===== config.mk =====
export PLATFORM = sky130hd
export DESIGN_NAME = tshsp_top
export DESIGN_NICKNAME = d
export VERILOG_FILES = /design/src/tshsp_pkg.sv /design/src/tshsp_regmem.sv /design/src/tshsp_top.sv
export SDC_FILE = /design/constraint.sdc
export NUM_CORES = 1
export LEC_CHECK = 0
export ABC_CLOCK_PERIOD_IN_PS = 7300
export BUFFER_PORTS_ARGS = -buffer_cell sky130_fd_sc_hd__buf_2
export CELL_PAD_IN_SITES_DETAIL_PLACEMENT = 0
export CELL_PAD_IN_SITES_GLOBAL_PLACEMENT = 1
export CORE_MARGIN = 2
export CORE_UTILIZATION = 40
export CTS_CLUSTER_SIZE = 16
export DETAILED_ROUTE_END_ITERATION = 16
export GPL_TIMING_DRIVEN = 0
export HOLD_SLACK_MARGIN = 0.02
export PLACE_DENSITY = 0.71
export SYNTH_ARGS = -nofsm -noshare
export SYNTH_HDL_FRONTEND = slang
export SYNTH_HIERARCHICAL = 1
export SYNTH_SLANG_ARGS = --single-unit

===== constraint.sdc =====
create_clock -name clk -period 7.3 [get_ports clk]
set_input_delay 1.46 -clock clk [delete_from_list [all_inputs] [get_ports clk]]
set_output_delay 1.46 -clock clk [all_outputs]
set_load 0.02 [all_outputs]

===== src/tshsp_pkg.sv =====
// Shared constants, types and helpers for the touch sensor host serial port
package tshsp_pkg;

  localparam int ADDR_W   = 7;
  localparam int DATA_W   = 8;
  localparam int CHANNELS = 8;

  // Two-wire slave addresses chosen by the address select pin
  localparam logic [6:0] SLAVE_ADDR_LO = 7'h16;
  localparam logic [6:0] SLAVE_ADDR_HI = 7'h17;

  // Bit counter landmarks (counted on clock rises)
  localparam logic [3:0] CNT_ZERO   = 4'h0;
  localparam logic [3:0] CNT_SPI_LAST = 4'h7;
  localparam logic [3:0] CNT_BYTE   = 4'h8;
  localparam logic [3:0] CNT_ACK    = 4'h9;

  // Four-wire command byte: read flag on top, register address below
  localparam int SPI_RW_BIT = 7;

  // Power-on reset timing
  localparam int CLK_MHZ     = 50;
  localparam int POR_TIME_US = 100;
  localparam int POR_CNT_W   = 16;

  typedef enum logic [2:0] {
    I_IDLE, I_ADDR, I_REG, I_WDATA, I_RDATA, I_IGNORE
  } tshsp_i2c_st_t;

  typedef struct packed {
    logic              en;
    logic [ADDR_W-1:0] addr;
    logic [DATA_W-1:0] data;
  } tshsp_wr_t;

  // Register pointer auto-increment, wraps at the top of the space
  function automatic logic [ADDR_W-1:0] next_addr(input logic [ADDR_W-1:0] a);
    next_addr = a + 7'h01;
  endfunction

endpackage


===== src/tshsp_regmem.sv =====
// Register space storage with registered read data
`timescale 1ns/1ns
module tshsp_regmem
  import tshsp_pkg::*;
(
  // Clock and reset
  input  wire logic                        clk,
  input  wire logic                        srst,
  // Write port
  input  wire tshsp_pkg::tshsp_wr_t        wr,
  // Read port
  input  wire logic [tshsp_pkg::ADDR_W-1:0] rd_addr,
  output logic      [tshsp_pkg::DATA_W-1:0] rd_data
);
  logic [DATA_W-1:0] mem [0:(1<<ADDR_W)-1];

  always_ff @(posedge clk)
  begin
    if (wr.en)
      mem[wr.addr] <= wr.data;
  end

  always_ff @(posedge clk)
  begin
    if (srst)
      rd_data <= 8'h00;
    else
      rd_data <= mem[rd_addr];
  end
endmodule // tshsp_regmem


===== src/tshsp_top.sv =====
// Host serial port: two-wire / four-wire slave, reset release and results
`timescale 1ns/1ns
module tshsp_top
  import tshsp_pkg::*;
#(
  parameter int POR_CYCLES = POR_TIME_US * CLK_MHZ
)
(
  // Clock and reset
  input  wire logic                  clk,
  input  wire logic                  srst,
  input  wire logic                  external_reset_n,
  // Serial pins
  input  wire logic                  scl_sck,
  input  wire logic                  sda_si_in,
  output logic                       sda_out,
  output logic                       sda_oe,
  input  wire logic                  address_select_pin,
  output logic                       so_out,
  output logic                       so_oe,
  input  wire logic                  iface_select_chip_select_n,
  // Measurement core
  input  wire logic                  meas_done,
  input  wire logic                  meas_start,
  input  wire logic [CHANNELS-1:0]   channel_judgment,
  input  wire logic                  error_status,
  // Device outputs
  output logic                       measurement_done_irq,
  output logic [CHANNELS-1:0]        channel_result_output,
  output logic [CHANNELS-1:0]        channel_result_oe,
  output logic                       error_out,
  output logic                       error_oe,
  output logic                       sense_drive_en
);
  import tshsp_pkg::*;

  localparam logic [POR_CNT_W-1:0] POR_LAST =
    POR_CNT_W'(POR_CYCLES - 1);

  // Pin synchronisers: scl, sda, cs_n, sa, reset_n
  logic [4:0] sync1;
  logic [4:0] sync2;
  logic [2:0] prev;
  logic       por_busy;
  logic [POR_CNT_W-1:0] por_cnt;
  logic       spi_mode;
  tshsp_i2c_st_t state;
  logic [3:0] cnt;
  logic [DATA_W-1:0] sh;
  logic [DATA_W-1:0] tx;
  logic       tx_en;
  logic       ack_drive;
  logic       rw;
  logic       mack;
  logic       first;
  logic [ADDR_W-1:0] ptr;
  tshsp_wr_t  wr;
  logic [DATA_W-1:0] rd_data;

  always_ff @(posedge clk)
  begin
    if (srst)
    begin
      sync1 <= 5'h1F;
      sync2 <= 5'h1F;
      prev  <= 3'h7;
    end
    else
    begin
      sync1 <= {external_reset_n, address_select_pin,
                iface_select_chip_select_n, sda_si_in, scl_sck};
      sync2 <= sync1;
      prev  <= sync2[2:0];
    end
  end

  wire scl_s    = sync2[0];
  wire sda_s    = sync2[1];
  wire cs_s     = sync2[2];
  wire sa_s     = sync2[3];
  wire rst_n_s  = sync2[4];
  wire scl_rise = scl_s & ~prev[0];
  wire scl_fall = ~scl_s & prev[0];
  wire cs_fall  = ~cs_s & prev[2];
  wire i2c_start = scl_s & prev[0] & ~sda_s & prev[1];
  wire i2c_stop  = scl_s & prev[0] & sda_s & ~prev[1];
  wire por_done = por_busy && por_cnt == POR_LAST;
  wire run      = ~por_busy & rst_n_s;
  wire hold     = srst | ~run;
  wire [6:0] own_addr = sa_s ? SLAVE_ADDR_HI : SLAVE_ADDR_LO;
  wire addr_hit = sh[7:1] == own_addr;
  wire [DATA_W-1:0] sh_in = {sh[6:0], sda_s};

  // Power-on reset timer; the interrupt output marks its release
  always_ff @(posedge clk)
  begin
    if (srst)
    begin
      por_busy <= 1'b1;
      por_cnt  <= '0;
      measurement_done_irq <= 1'b1;
    end
    else if (por_busy)
    begin
      por_cnt  <= por_cnt + 16'h0001;
      por_busy <= ~por_done;
      measurement_done_irq <= ~por_done;
    end
    else if (meas_done)
      measurement_done_irq <= 1'b1;
    else if (meas_start)
      measurement_done_irq <= 1'b0;
  end

  // Pins are released while reset holds; values then mean nothing
  always_ff @(posedge clk)
  begin
    if (hold)
    begin
      channel_result_output <= '0;
      channel_result_oe     <= '0;
      error_out             <= 1'b0;
      error_oe              <= 1'b0;
      sense_drive_en        <= 1'b0;
    end
    else
    begin
      channel_result_output <= channel_judgment;
      channel_result_oe     <= '1;
      error_out             <= error_status;
      error_oe              <= 1'b1;
      sense_drive_en        <= 1'b1;
    end
  end

  // Mode stays four-wire until the next reset
  always_ff @(posedge clk)
  begin
    if (hold)
      spi_mode <= 1'b0;
    else if (cs_fall)
      spi_mode <= 1'b1;
  end

  // Serial engine for both links; they never run at once
  always_ff @(posedge clk)
  begin
    wr.en <= 1'b0;
    if (hold)
    begin
      state <= I_IDLE;
      cnt <= CNT_ZERO;
      sh <= 8'h00;
      tx <= 8'h00;
      tx_en <= 1'b0;
      ack_drive <= 1'b0;
      rw <= 1'b0;
      mack <= 1'b0;
      first <= 1'b1;
      ptr <= '0;
      wr <= '0;
    end
    else if (spi_mode || cs_fall)
    begin
      if (cs_s || cs_fall)
      begin
        cnt <= CNT_ZERO;
        first <= 1'b1;
        tx <= 8'h00;
      end
      else if (scl_rise)
      begin
        sh <= sh_in;
        cnt <= (cnt == CNT_SPI_LAST) ? CNT_ZERO : cnt + 4'h1;
        if (cnt == CNT_SPI_LAST && first)
        begin
          first <= 1'b0;
          rw <= sh[SPI_RW_BIT-1];
          ptr <= sh_in[ADDR_W-1:0];
        end
        else if (cnt == CNT_SPI_LAST && !rw)
        begin
          wr <= '{1'b1, ptr, sh_in};
          ptr <= next_addr(ptr);
        end
      end
      else if (scl_fall && !first && rw)
      begin
        // Mode 0 and 3 both give a fall after each eighth rise that another byte follows
        if (cnt == CNT_ZERO)
        begin
          tx <= rd_data;
          ptr <= next_addr(ptr);
        end
        else
          tx <= {tx[6:0], 1'b0};
      end
    end
    else if (i2c_start)
    begin
      state <= I_ADDR;
      cnt <= CNT_ZERO;
      tx_en <= 1'b0;
      ack_drive <= 1'b0;
    end
    else if (i2c_stop)
    begin
      state <= I_IDLE;
      tx_en <= 1'b0;
      ack_drive <= 1'b0;
    end
    else if (state != I_IDLE && state != I_IGNORE)
    begin
      if (scl_rise)
      begin
        cnt <= cnt + 4'h1;
        if (cnt < CNT_BYTE && state != I_RDATA)
          sh <= sh_in;
        if (cnt == CNT_BYTE)
          mack <= sda_s;
      end
      else if (scl_fall && cnt == CNT_BYTE)
      begin
        unique case (state)
          I_ADDR:
            if (addr_hit)
            begin
              ack_drive <= 1'b1;
              rw <= sh[0];
            end
            else
              state <= I_IGNORE;
          I_REG:
          begin
            ack_drive <= 1'b1;
            ptr <= sh[ADDR_W-1:0];
          end
          I_WDATA:
          begin
            ack_drive <= 1'b1;
            wr <= '{1'b1, ptr, sh};
            ptr <= next_addr(ptr);
          end
          I_RDATA:
            tx_en <= 1'b0;
          default:
            tx_en <= 1'b0;
        endcase
      end
      else if (scl_fall && cnt == CNT_ACK)
      begin
        ack_drive <= 1'b0;
        cnt <= CNT_ZERO;
        unique case (state)
          I_ADDR:
          begin
            state <= rw ? I_RDATA : I_REG;
            tx <= rd_data;
            tx_en <= rw;
            if (rw)
              ptr <= next_addr(ptr);
          end
          I_REG:
            state <= I_WDATA;
          I_RDATA:
            if (mack)
              state <= I_IGNORE;
            else
            begin
              tx <= rd_data;
              tx_en <= 1'b1;
              ptr <= next_addr(ptr);
            end
          default:
            state <= state;
        endcase
      end
      else if (scl_fall && state == I_RDATA && cnt != CNT_ZERO)
        tx <= {tx[6:0], 1'b0};
    end
  end

  assign sda_out = 1'b0;
  assign sda_oe  = ~spi_mode & run & (ack_drive | (tx_en & ~tx[7]));
  assign so_out  = tx[7];
  assign so_oe   = spi_mode & run & ~cs_s;

  tshsp_regmem u_mem (
    .clk     (clk),
    .srst    (srst),
    .wr      (wr),
    .rd_addr (ptr),
    .rd_data (rd_data)
  );

  // Address sampled at the same edge that decides the ack
  logic addr_hit_q;
  always_ff @(posedge clk)
  begin
    addr_hit_q <= addr_hit;
  end
endmodule // tshsp_top


# After elaboration in Yosys (flattened, before gate mapping)
# Memories as Yosys holds them, arrays and structs flattened. A register that Yosys moved wholly into a read port is not among the register bits.
# Cells that the tools add are included.
classes:
  add_sub_neg: 3
  mul: 0
  div: 0
  order_cmp: 1
  n_eq_ne: 44
  shift: 0
  n_mux: 111
  bitwise: 29
  reduce_logical: 47
ops:
  columns: ["operator", "count"]
  rows:
  - ["2-to-1 mux 16 bit", 11]
  - ["2-to-1 mux 8 bit", 22]
  - ["2-to-1 mux 7 bit", 15]
  - ["2-to-1 mux 4 bit", 10]
  - ["2-to-1 mux 1 bit", 37]
  - ["2-to-1 mux 3 bit", 10]
  - ["AND reduction 10 bit", 3]
  - ["one-hot mux 7 bit (2 select lines)", 2]
  - ["!= test 4 bit, second input constant", 6]
  - ["nonzero test 3 bit", 7]
  - ["!= test 5 bit, second input constant", 4]
  - ["adder 16 x 1 -> 16 bit, second input constant", 1]
  - ["== test 16 x 13 -> 1 bit, second input constant", 1]
  - ["one-hot mux 8 bit (2 select lines)", 1]
  - ["nonzero test 4 bit", 4]
  - ["!= test 5 x 4 -> 1 bit, second input constant", 3]
  - ["AND 1 bit", 14]
  - ["AND reduction 7 bit", 2]
  - ["NOT 1 bit", 13]
  - ["AND reduction 13 bit", 1]
  - ["!= test 2 x 1 -> 1 bit, second input constant", 6]
  - ["!= test 3 x 2 -> 1 bit, second input constant", 4]
  - ["AND reduction 6 bit", 2]
  - ["logical AND 1 bit", 11]
  - ["other kinds (27)", 45]
totals:
  reg_bits: 101
  latchBits: 0
  ramBits: 1024
  mem_bits_ro: 0
  input_bits: 18
  out_inout_bits: 24
  elab_cells: 260
  mem_count: 1
mem_list:
  columns: ["memory", "depth", "width", "read_ports", "rd_ports_with_merged_regs", "write_ports", "line_no", "text"]
  rows:
  - ["u_mem.mem", 128, 8, 1, 1, 1, "tshsp_regmem.sv:15", "logic [DATA_W-1:0] mem [0:(1<<ADDR_W)-1];"]

# Depth between registers and ports, before layout
# Gate-level depths: netlist of the first run.
depth:
  word_depth: 12
  depth_mapped: 12
  depth_no_buf: 7

# Modules after synthesis
# Netlist of the first run, hierarchy kept.
modules_own_cells:
  columns: ["module", "instances", "cells_per_inst", "area_per_inst_um2", "seq_area_each_um2"]
  rows:
  - ["tshsp_regmem", 1, 2049, 40596.4, 30909.6]
  - ["tshsp_top", 1, 543, 4707.0, 1861.8]

# Worst setup path before layout of the first run
# No wires, ideal clock.
synth_path:
  path_kind: "input-to-reg"
  start: "in srst"
  end: "reg u_mem/rd_data[5] (netlist bit) (read register of u_mem.mem)"
  setup_ps: 81
  arrival_time_ps: 2867
  required_time_ps: 7219
  path_slack_ps: 4352
  path_stages: 6
  path_buffers: 1
  cell_sequence: "buf_4 nor3_1 nand3_1 or3_1 or3_1 a41oi_1"
synth_rtl:
  columns: ["element", "line_no", "text"]
  rows:
  - ["start, declared", "tshsp_top.sv:11", "input wire logic srst,"]
  - ["end, declared", "tshsp_regmem.sv:13", "output logic [tshsp_pkg::DATA_W-1:0] rd_data"]

==> key figures, run 1 <==
Final layout
  – Most common cell after layout, fill and taps aside: sky130_fd_sc_hd__edfxtp_1
  – Relative area change from synthesis to final layout: 13.4%
  – Number of inserted filler cells in the final layout: 9,606
  – Share of final-layout standard cells stronger than drive strength 1: 0.175
  – Register area: 32,800 µm²
  – Final core occ: 0.457
  – Combined area of the multi-input logic cells: 11,500 µm²
  – Number of nets at the end of the flow: 2,778
  – Antenna cell count: 0
  – Most frequent cells in the layout: sky130_fd_sc_hd__edfxtp_1, sky130_fd_sc_hd__mux2i_1, sky130_fd_sc_hd__nor2_1

Timing
  – Unrepaired setup endpoints after global routing: no
  – Actual slew at the worst max-slew pin: 1.53 ns
  – Final critical-path required period: 4.50 ns
  – Final hold violation count: 0
  – Total setup violations reported at the end of the flow: 0
  – Setup total negative slack: 0 ns
  – Final period utilization: 0.616
  – Worst hold slack: 0.412 ns
  – Top achievable clock speed: 0.222 GHz
  – Number of slew-limit violations in the final report: 11
  – Relative slew slack: -0.0223
  – Setup Skew: 0.0556 ns

Critical path
  – Kind of end point of the critical path: flip-flop
  – Highest net fanout along the worst path: 10
  – Worst path required time: 7.74 ns
  – Critical-path cell with the highest stage delay: sky130_fd_sc_hd__clkbuf_1
  – Crit-path max cell delay: 0.98 ns
  – Kind of launch point of the worst setup path: flip-flop
  – Arr. time, crit path: 4.94 ns
  – CP bufs+invs: 3
  – Family with the most delay on the worst path: buffers and inverters
  – Type of the worst setup path: flip-flop to flip-flop
  – Critical-path cell list: buf_2 > clkbuf_8 > clkbuf_1 > mux4_2 > a22oi_1 > a31oi_1 > a211oi_1 > a41oi_1

Placement
  – Final GP Congestion: 0.939
  – Port bufs: 40
  – HPWL after DPL: 84.9 mm

Clock network
  – Buffer levels on the longest clock path: 3
  – Clock buffers created by TritonCTS: 113
  – Clock tree sinks: 1,125
  – Resized Gates After CTS: 0
  – Maximum level of the CTS H-tree: 3
  – Worst-skew pair later-pin latency: 0.71 ns
  – CTS clock-pin slew for the worst setup and hold paths: 0.06 ns
  – Buffer type at the clock tree root: sky130_fd_sc_hd__clkbuf_16
  – Postcts setup bufs: 0
  – TritonCTS clock tree: done
  – Number of buffers added to fix hold violations after cts: 0

Logic synthesis
  – Synthesized instance count: 2,592
  – Net count after synthesis: 2,615
  – Post-synth top flop: sky130_fd_sc_hd__edfxtp_1
  – Yosys cell types: 83
  – Number of synthesized flops with an enable pin: 1,024
  – Number of synthesized register bits: 1,125
  – Mean instance size in the synthesized netlist: 17.5 µm²
  – Combined area of all synthesized cells: 45,300 µm²
  – Share of async-settable or async-resettable flops after synthesis: 0
  – Number of warnings printed during yosys synthesis: 6
  – Sequential fraction of the synthesis area: 0.723

Status
  – Status: finished, violations left
  – Violations in the final reports: capacitance limit, slew limit

Hold path
  – Class of the tightest hold or removal check: flip-flop to flip-flop

Detailed routing
  – Routed metal-1 wire length: 50.7 mm
  – Met2 WL post-DR: 60.1 mm
  – Highest metal layer with signal wires: met5
  – DRC Markers: 0
  – Routed via count divided by cell count: 5.82
  – Wire length on met3: 9.34 mm
  – DRT iter0 DRCs: 2,637
  – Length of the first detailed-routing pass in iterations: 5
  – Average routed wire per standard cell: 28.6 µm
  – Routed Wire Length: 125 mm
  – Post-route antenna net violation count: 0
  – Routed via count: 25,309

Die
  – Die span in x: 341 µm
  – Initial standard-cell utilization of the core: 0.403
  – Die Y: 341 µm
  – Placeable core area: 112,000 µm²
  – Count of boundary I/O pins: 42
  – Die Outline Area: 116,000 µm²
  – Count of standard-cell rows: 123

GRT
  – Gr usage total: 0.212
  – Global-route wire length before repair: 177 mm
  – Total congestion overflow after global routing: 0
  – Antenna violations before repair: 2
  – Vias in the first global route: 25,190
  – Maximum number of pins on one net before global-route repair: 93

Pwr
  – Leakage power figure: 15.9 nW
  – PwrDens: 249 nW/µm²
  – Max VDD drop: 0.225 mV

Job
  – Max-cap violation count: 1
-- routing by layer --
layer | global-route usage | vias up
met5 | 0 | -
met2 | 0.348 | 1064
li1 | - | 10754
met4 | 0.0747 | 2
met1 | 0.284 | 13277
met3 | 0.0380 | 212
-- worst reg2reg max path: stages, from the launching register on --
cell and delay, ns:
sky130_fd_sc_hd__dfxtp_1 0.52, sky130_fd_sc_hd__buf_2 0.50, sky130_fd_sc_hd__clkbuf_8 0.34, sky130_fd_sc_hd__clkbuf_1 0.99
sky130_fd_sc_hd__mux4_2 0.43, sky130_fd_sc_hd__a22oi_1 0.32, sky130_fd_sc_hd__a31oi_1 0.36, sky130_fd_sc_hd__a211oi_1 0.45
sky130_fd_sc_hd__a41oi_1 0.36
-- registers in the layout, summed over array words and instances (netlist names), 7 cells and up --
name,flops
u_mem/mem,1024
por_cnt,16
wr,16
channel_result_output,8
sh,8
tx,8
u_mem/rd_data,8
ptr,7
-- report_power, final --
| group | internal (mW) | switching, mW |
|---|---|---|
| combinational | 0.0160 | 0.0289 |
| sequential | 6.92 | 0.00404 |
| clock | 3.37 | 2.44 |
| total | 10.3 | 2.47 |
-- cell type report --
| type | instances | area share |
|---|---|---|
| inverter | 17 | 0.00124 |
| sequential | 1125 | 0.638 |
| timing repair buffer | 48 | 0.00818 |
| clock inverter | 78 | 0.0162 |
| buffer | 155 | 0.0192 |
| tap | 1500 | 0.0365 |
| clock buffer | 134 | 0.0570 |
| multi-input combinational | 1295 | 0.223 |
-- synth_stat cells (all sizes together), types with 6 or more instances --
cell type / count / area, µm²
and2: 14 / 87.6
mux2i: 218 / 2180
or3b: 6 / 55.1
edfxtp: 1024 / 30700
nor2: 181 / 679
a41oi: 7 / 61.3
a31oi: 16 / 100
a21boi: 7 / 52.6
mux4: 176 / 4070
dfxtp: 101 / 2020
nand4: 17 / 106
a22oi: 87 / 653
or3: 21 / 136
xor2: 12 / 105
buf: 94 / 736
a211oi: 26 / 195
or2: 19 / 119
nor2b: 20 / 125
a21oi: 45 / 225
o211ai: 17 / 128
clkbuf: 61 / 249
a2111oi: 9 / 91.3
or4: 7 / 52.6
o21ai: 33 / 165
inv: 16 / 60.1
nor4: 9 / 56.3
nor3: 33 / 176
nand3b: 9 / 71.3
nand3: 75 / 375
mux2: 6 / 67.6
xnor2: 7 / 61.3
o22ai: 31 / 194
nand2b: 13 / 81.3
nand2: 106 / 398
-- cell families (layout without fill, tap and decap cells) --
kind of cell             after synthesis  in the layout  synth area share
AND/OR/NAND/NOR                      554            554            0.0601
multiplexers                         400            400             0.139
adder cells (fa/ha/maj)                5              5           0.00138
AO/OA/AOI/OAI                        316            316            0.0489
flip-flops                          1125           1125             0.723
buffers and inverters                172            432            0.0231
XOR/XNOR                              19             19           0.00367
other                                  1              1         0.0000828
-- path summary, 6_finish.rpt --
check	startpoint	to	cells past startpoint	slack, ns
hold reg to reg	sync1[2]	sync2[2]	1	0.41
hold / removal	sync1[2]	sync2[2]	1	0.41
setup reg to reg	ptr[1]	u_mem/rd_data[2]	8	2.80
setup / recovery	ptr[1]	u_mem/rd_data[2]	8	2.80
-- per-stage QoR --
step | worst slack (ns) | cell area [µm²] | total power [mW] | std cells
2_1_floorplan | 4.35 | 45300 | 7.09 | 2592
3_3_place_gp | 2.66 | 47400 | 7.11 | 4132
3_5_place_dp | 2.92 | 47600 | 7.11 | 4140
4_1_cts | 2.89 | 51400 | 12.9 | 4352
5_1_grt | 2.88 | 51400 | 13.1 | 4352
6_report | 2.80 | 51400 | 12.8 | 4352
No activity file was read; power rests on OpenSTA's default activity.
==> run 2: changes to the inputs <==
- ABC_AREA: default -> 1
- ABC_CLOCK_PERIOD_IN_PS: 7300 -> 4550
- PLACE_DENSITY: 0.71 -> 0.75
- clock period: 7.3 -> 4.55 ns (I/O delays scaled with it)
==> key figures, run 2 <==
Logic synthesis
  – Number of synthesized flops with an enable pin: 1,024
  – Net count after synthesis: 4,315
  – Multiplexer share of the synthesized area: 0
  – Synthesized instance count: 4,292
  – Area share of the leading cell type in the synthesized netlist: 0.655
  – Combined area of all synthesized cells: 47,000 µm²
  – Yosys cell types: 43
  – Share of the synthesized area in compound gates (AO/OA/AOI/OAI): 0.0113
  – Post-synth top flop: sky130_fd_sc_hd__edfxtp_1
  – Number of warnings printed during yosys synthesis: 6
  – Adder-cell share of the synthesized area: 0.00133
  – Number of synthesized register bits: 1,125
  – Most used standard cell by instance count after synthesis: sky130_fd_sc_hd__nand2_1
  – Commonest cells post-synth: sky130_fd_sc_hd__nand2_1, sky130_fd_sc_hd__edfxtp_1, sky130_fd_sc_hd__nand3_1
  – Xor-xnor portion of the synthesized cell area: 0.000932
  – Sequential fraction of the synthesis area: 0.698
  – Cells taking the most area after synthesis: sky130_fd_sc_hd__edfxtp_1, sky130_fd_sc_hd__nand2_1, sky130_fd_sc_hd__nand3_1, sky130_fd_sc_hd__dfxtp_1, sky130_fd_sc_hd__nor2_1
  – Mean instance size in the synthesized netlist: 10.9 µm²
  – Basic-gate share of the synthesized area counting and, or, nand and nor cells: 0.245
  – Share of async-settable or async-resettable flops after synthesis: 0
  – Main combinational cell family by area after synthesis: simple AND/OR/NAND/NOR gates
  – Post-synth top area cell: sky130_fd_sc_hd__edfxtp_1

Clock network
  – Maximum level of the CTS H-tree: 3
  – Resized Gates After CTS: 0
  – Buffer type at the clock tree root: sky130_fd_sc_hd__clkbuf_16
  – Clock tree sinks: 1,125
  – Postcts setup bufs: 0
  – CTS clock-pin slew for the worst setup and hold paths: 0.06 ns
  – Buffer levels on the longest clock path: 3
  – Worst-skew pair later-pin latency: 0.72 ns
  – Clock buffers created by TritonCTS: 113
  – TritonCTS clock tree: done
  – Number of buffers added to fix hold violations after cts: 0

GRT
  – Maximum number of pins on one net before global-route repair: 73
  – Antenna violations before repair: 1
  – Total congestion overflow after global routing: 0
  – Gr usage total: 0.243
  – Global-route wire length before repair: 212 mm
  – Vias in the first global route: 30,838

Detailed routing
  – Routed via count: 33,131
  – DRC Markers: 0
  – Routed Wire Length: 149 mm
  – Average routed wire per standard cell: 24.4 µm
  – Routed via count divided by cell count: 5.45
  – Length of the first detailed-routing pass in iterations: 6
  – DRT iter0 DRCs: 3,863
  – Post-route antenna net violation count: 0

Final layout
  – Number of nets at the end of the flow: 4,482
  – Largest regs: u_mem/mem x1024, por_cnt x16, wr x16
  – Share of final-layout standard cells stronger than drive strength 1: 0.100
  – Final Instance Count excl. Fillers: 6,079
  – Relative area change from synthesis to final layout: 13.0%
  – Largest register FFs: 1,024
  – Register name with the most flops: u_mem/mem
  – Most frequent cells in the layout: sky130_fd_sc_hd__nand2_1, sky130_fd_sc_hd__edfxtp_1, sky130_fd_sc_hd__nand3_1
  – Most common cell after layout, fill and taps aside: sky130_fd_sc_hd__nand2_1
  – Final Instance Area: 53,100 µm²

Pwr
  – Sw Pwr: 4.02 mW
  – Cell Int Power: 16.4 mW
  – Part of the total power dissipated in sequential elements: 0.543
  – Leakage power figure: 18.9 nW
  – Clk pwr share: 0.454
  – Switching share of power: 0.197
  – PwrDens: 386 nW/µm²
  – Max VDD drop: 0.299 mV
  – Combinational fraction of design power: 0.003

Die
  – Placeable core area: 116,000 µm²
  – Die span in x: 347 µm
  – Initial standard-cell utilization of the core: 0.404
  – Die Outline Area: 120,000 µm²
  – Die Y: 347 µm
  – Count of boundary I/O pins: 42
  – Count of standard-cell rows: 125

Critical path
  – Kind of launch point of the worst setup path: flip-flop
  – Kind of end point of the critical path: flip-flop
  – CP bufs+invs: 2
  – Worst path required time: 4.86 ns
  – Critical-path cell with the highest stage delay: sky130_fd_sc_hd__nor2_1
  – Critical-path cell list: buf_1 > nand2_1 > clkbuf_1 > nor2_1
  – Highest net fanout along the worst path: 10
  – Type of the worst setup path: flip-flop to flip-flop
  – Family with the most delay on the worst path: simple AND/OR/NAND/NOR gates
  – Arr. time, crit path: 3.88 ns
  – Crit-path max cell delay: 1.07 ns
  – Setup slack, reg-to-reg: 0.98 ns

Timing
  – Setup Skew: 0.0296 ns
  – Unrepaired setup endpoints after global routing: no
  – Number of slew-limit violations in the final report: 0
  – Relative slew slack: 0.0593
  – Actual slew at the worst max-slew pin: 1.41 ns
  – Top achievable clock speed: 0.280 GHz
  – Final hold violation count: 0
  – Final critical-path required period: 3.57 ns
  – Final period utilization: 0.786
  – Total setup violations reported at the end of the flow: 0

Hold path
  – Class of the tightest hold or removal check: input port to flip-flop

Placement
  – Total cell area at the placement stage: 49,400 µm²
  – HPWL after DPL: 103 mm
  – Final GP Congestion: 0.963
  – Placed Cells: 5,868
  – Port bufs: 40

Status
  – Status: completed

Job
  – Max-cap violation count: 0
## run 2: per-layer routing
metal	up-vias	global-route usage	wire length (µm)
met5	-	0	0
met4	0	0.0943	6000
met3	300	0.0427	13800
met2	1534	0.389	68300
met1	16099	0.329	60400
li1	15198	-	-
## run 2: final timing paths
path,start,to,cells after the start
setup / recovery,wr[15],u_mem/mem[46][0],4
hold / removal,sda_si_in,sync1[1],2
setup reg to reg,wr[15],u_mem/mem[46][0],4
hold reg to reg,sync1[4],sync2[4],1
## run 2: area by class of cell
type                       instances  area [µm²]
antenna                            1        2.50
buffer                           258        1630
clock buffer                     152        3030
clock inverter                    58         656
fill                           10856       63300
inverter                         117         444
multi-input combinational       2792       12100
sequential                      1125       32800
tap                             1524        1910
timing repair buffer              52         463
## run 2: kinds of logic after synthesis
kind of cell	after synthesis
AOI/OAI and AO/OA	94
xor gates and xnor gates	5
adders and majority gates	5
buffers and inverters	375
DFF	1125
other	1
and+or+nand+nor	2687
## run 2: worst reg2reg max path: stages, from the launching register on
cell and delay, ns:
sky130_fd_sc_hd__dfxtp_1 0.50, sky130_fd_sc_hd__buf_1 0.50, sky130_fd_sc_hd__nand2_1 0.43, sky130_fd_sc_hd__clkbuf_1 0.66
sky130_fd_sc_hd__nor2_1 1.08
## run 2: power groups by stage
| stage | logic [mW] | clock network [mW] | registers, mW |
|---|---|---|---|
| floorplan | 0.0454 | 0 | 11.3 |
| global placement | 0.0673 | 0 | 11.3 |
| finish | 0.0678 | 9.28 | 11.1 |
| detailed placement | 0.0675 | 0 | 11.3 |
| CTS | 0.0679 | 9.41 | 11.1 |
| global route | 0.0766 | 9.81 | 11.1 |
## run 2: metrics by stage
stage               setup WS (ns)  setup TNS (ns)  power (mW)  hold WS, ns  utilization
floorplan                    2.18               0        11.4        0.389            -
global placement           -0.946         -612.38        11.4        0.393        0.422
detailed placement           1.21               0        11.4        0.394        0.424
CTS                          1.17               0        20.6        0.340        0.456
global route                 1.00               0        21.0        0.362        0.456
finish                      0.976               0        20.5        0.371        0.456
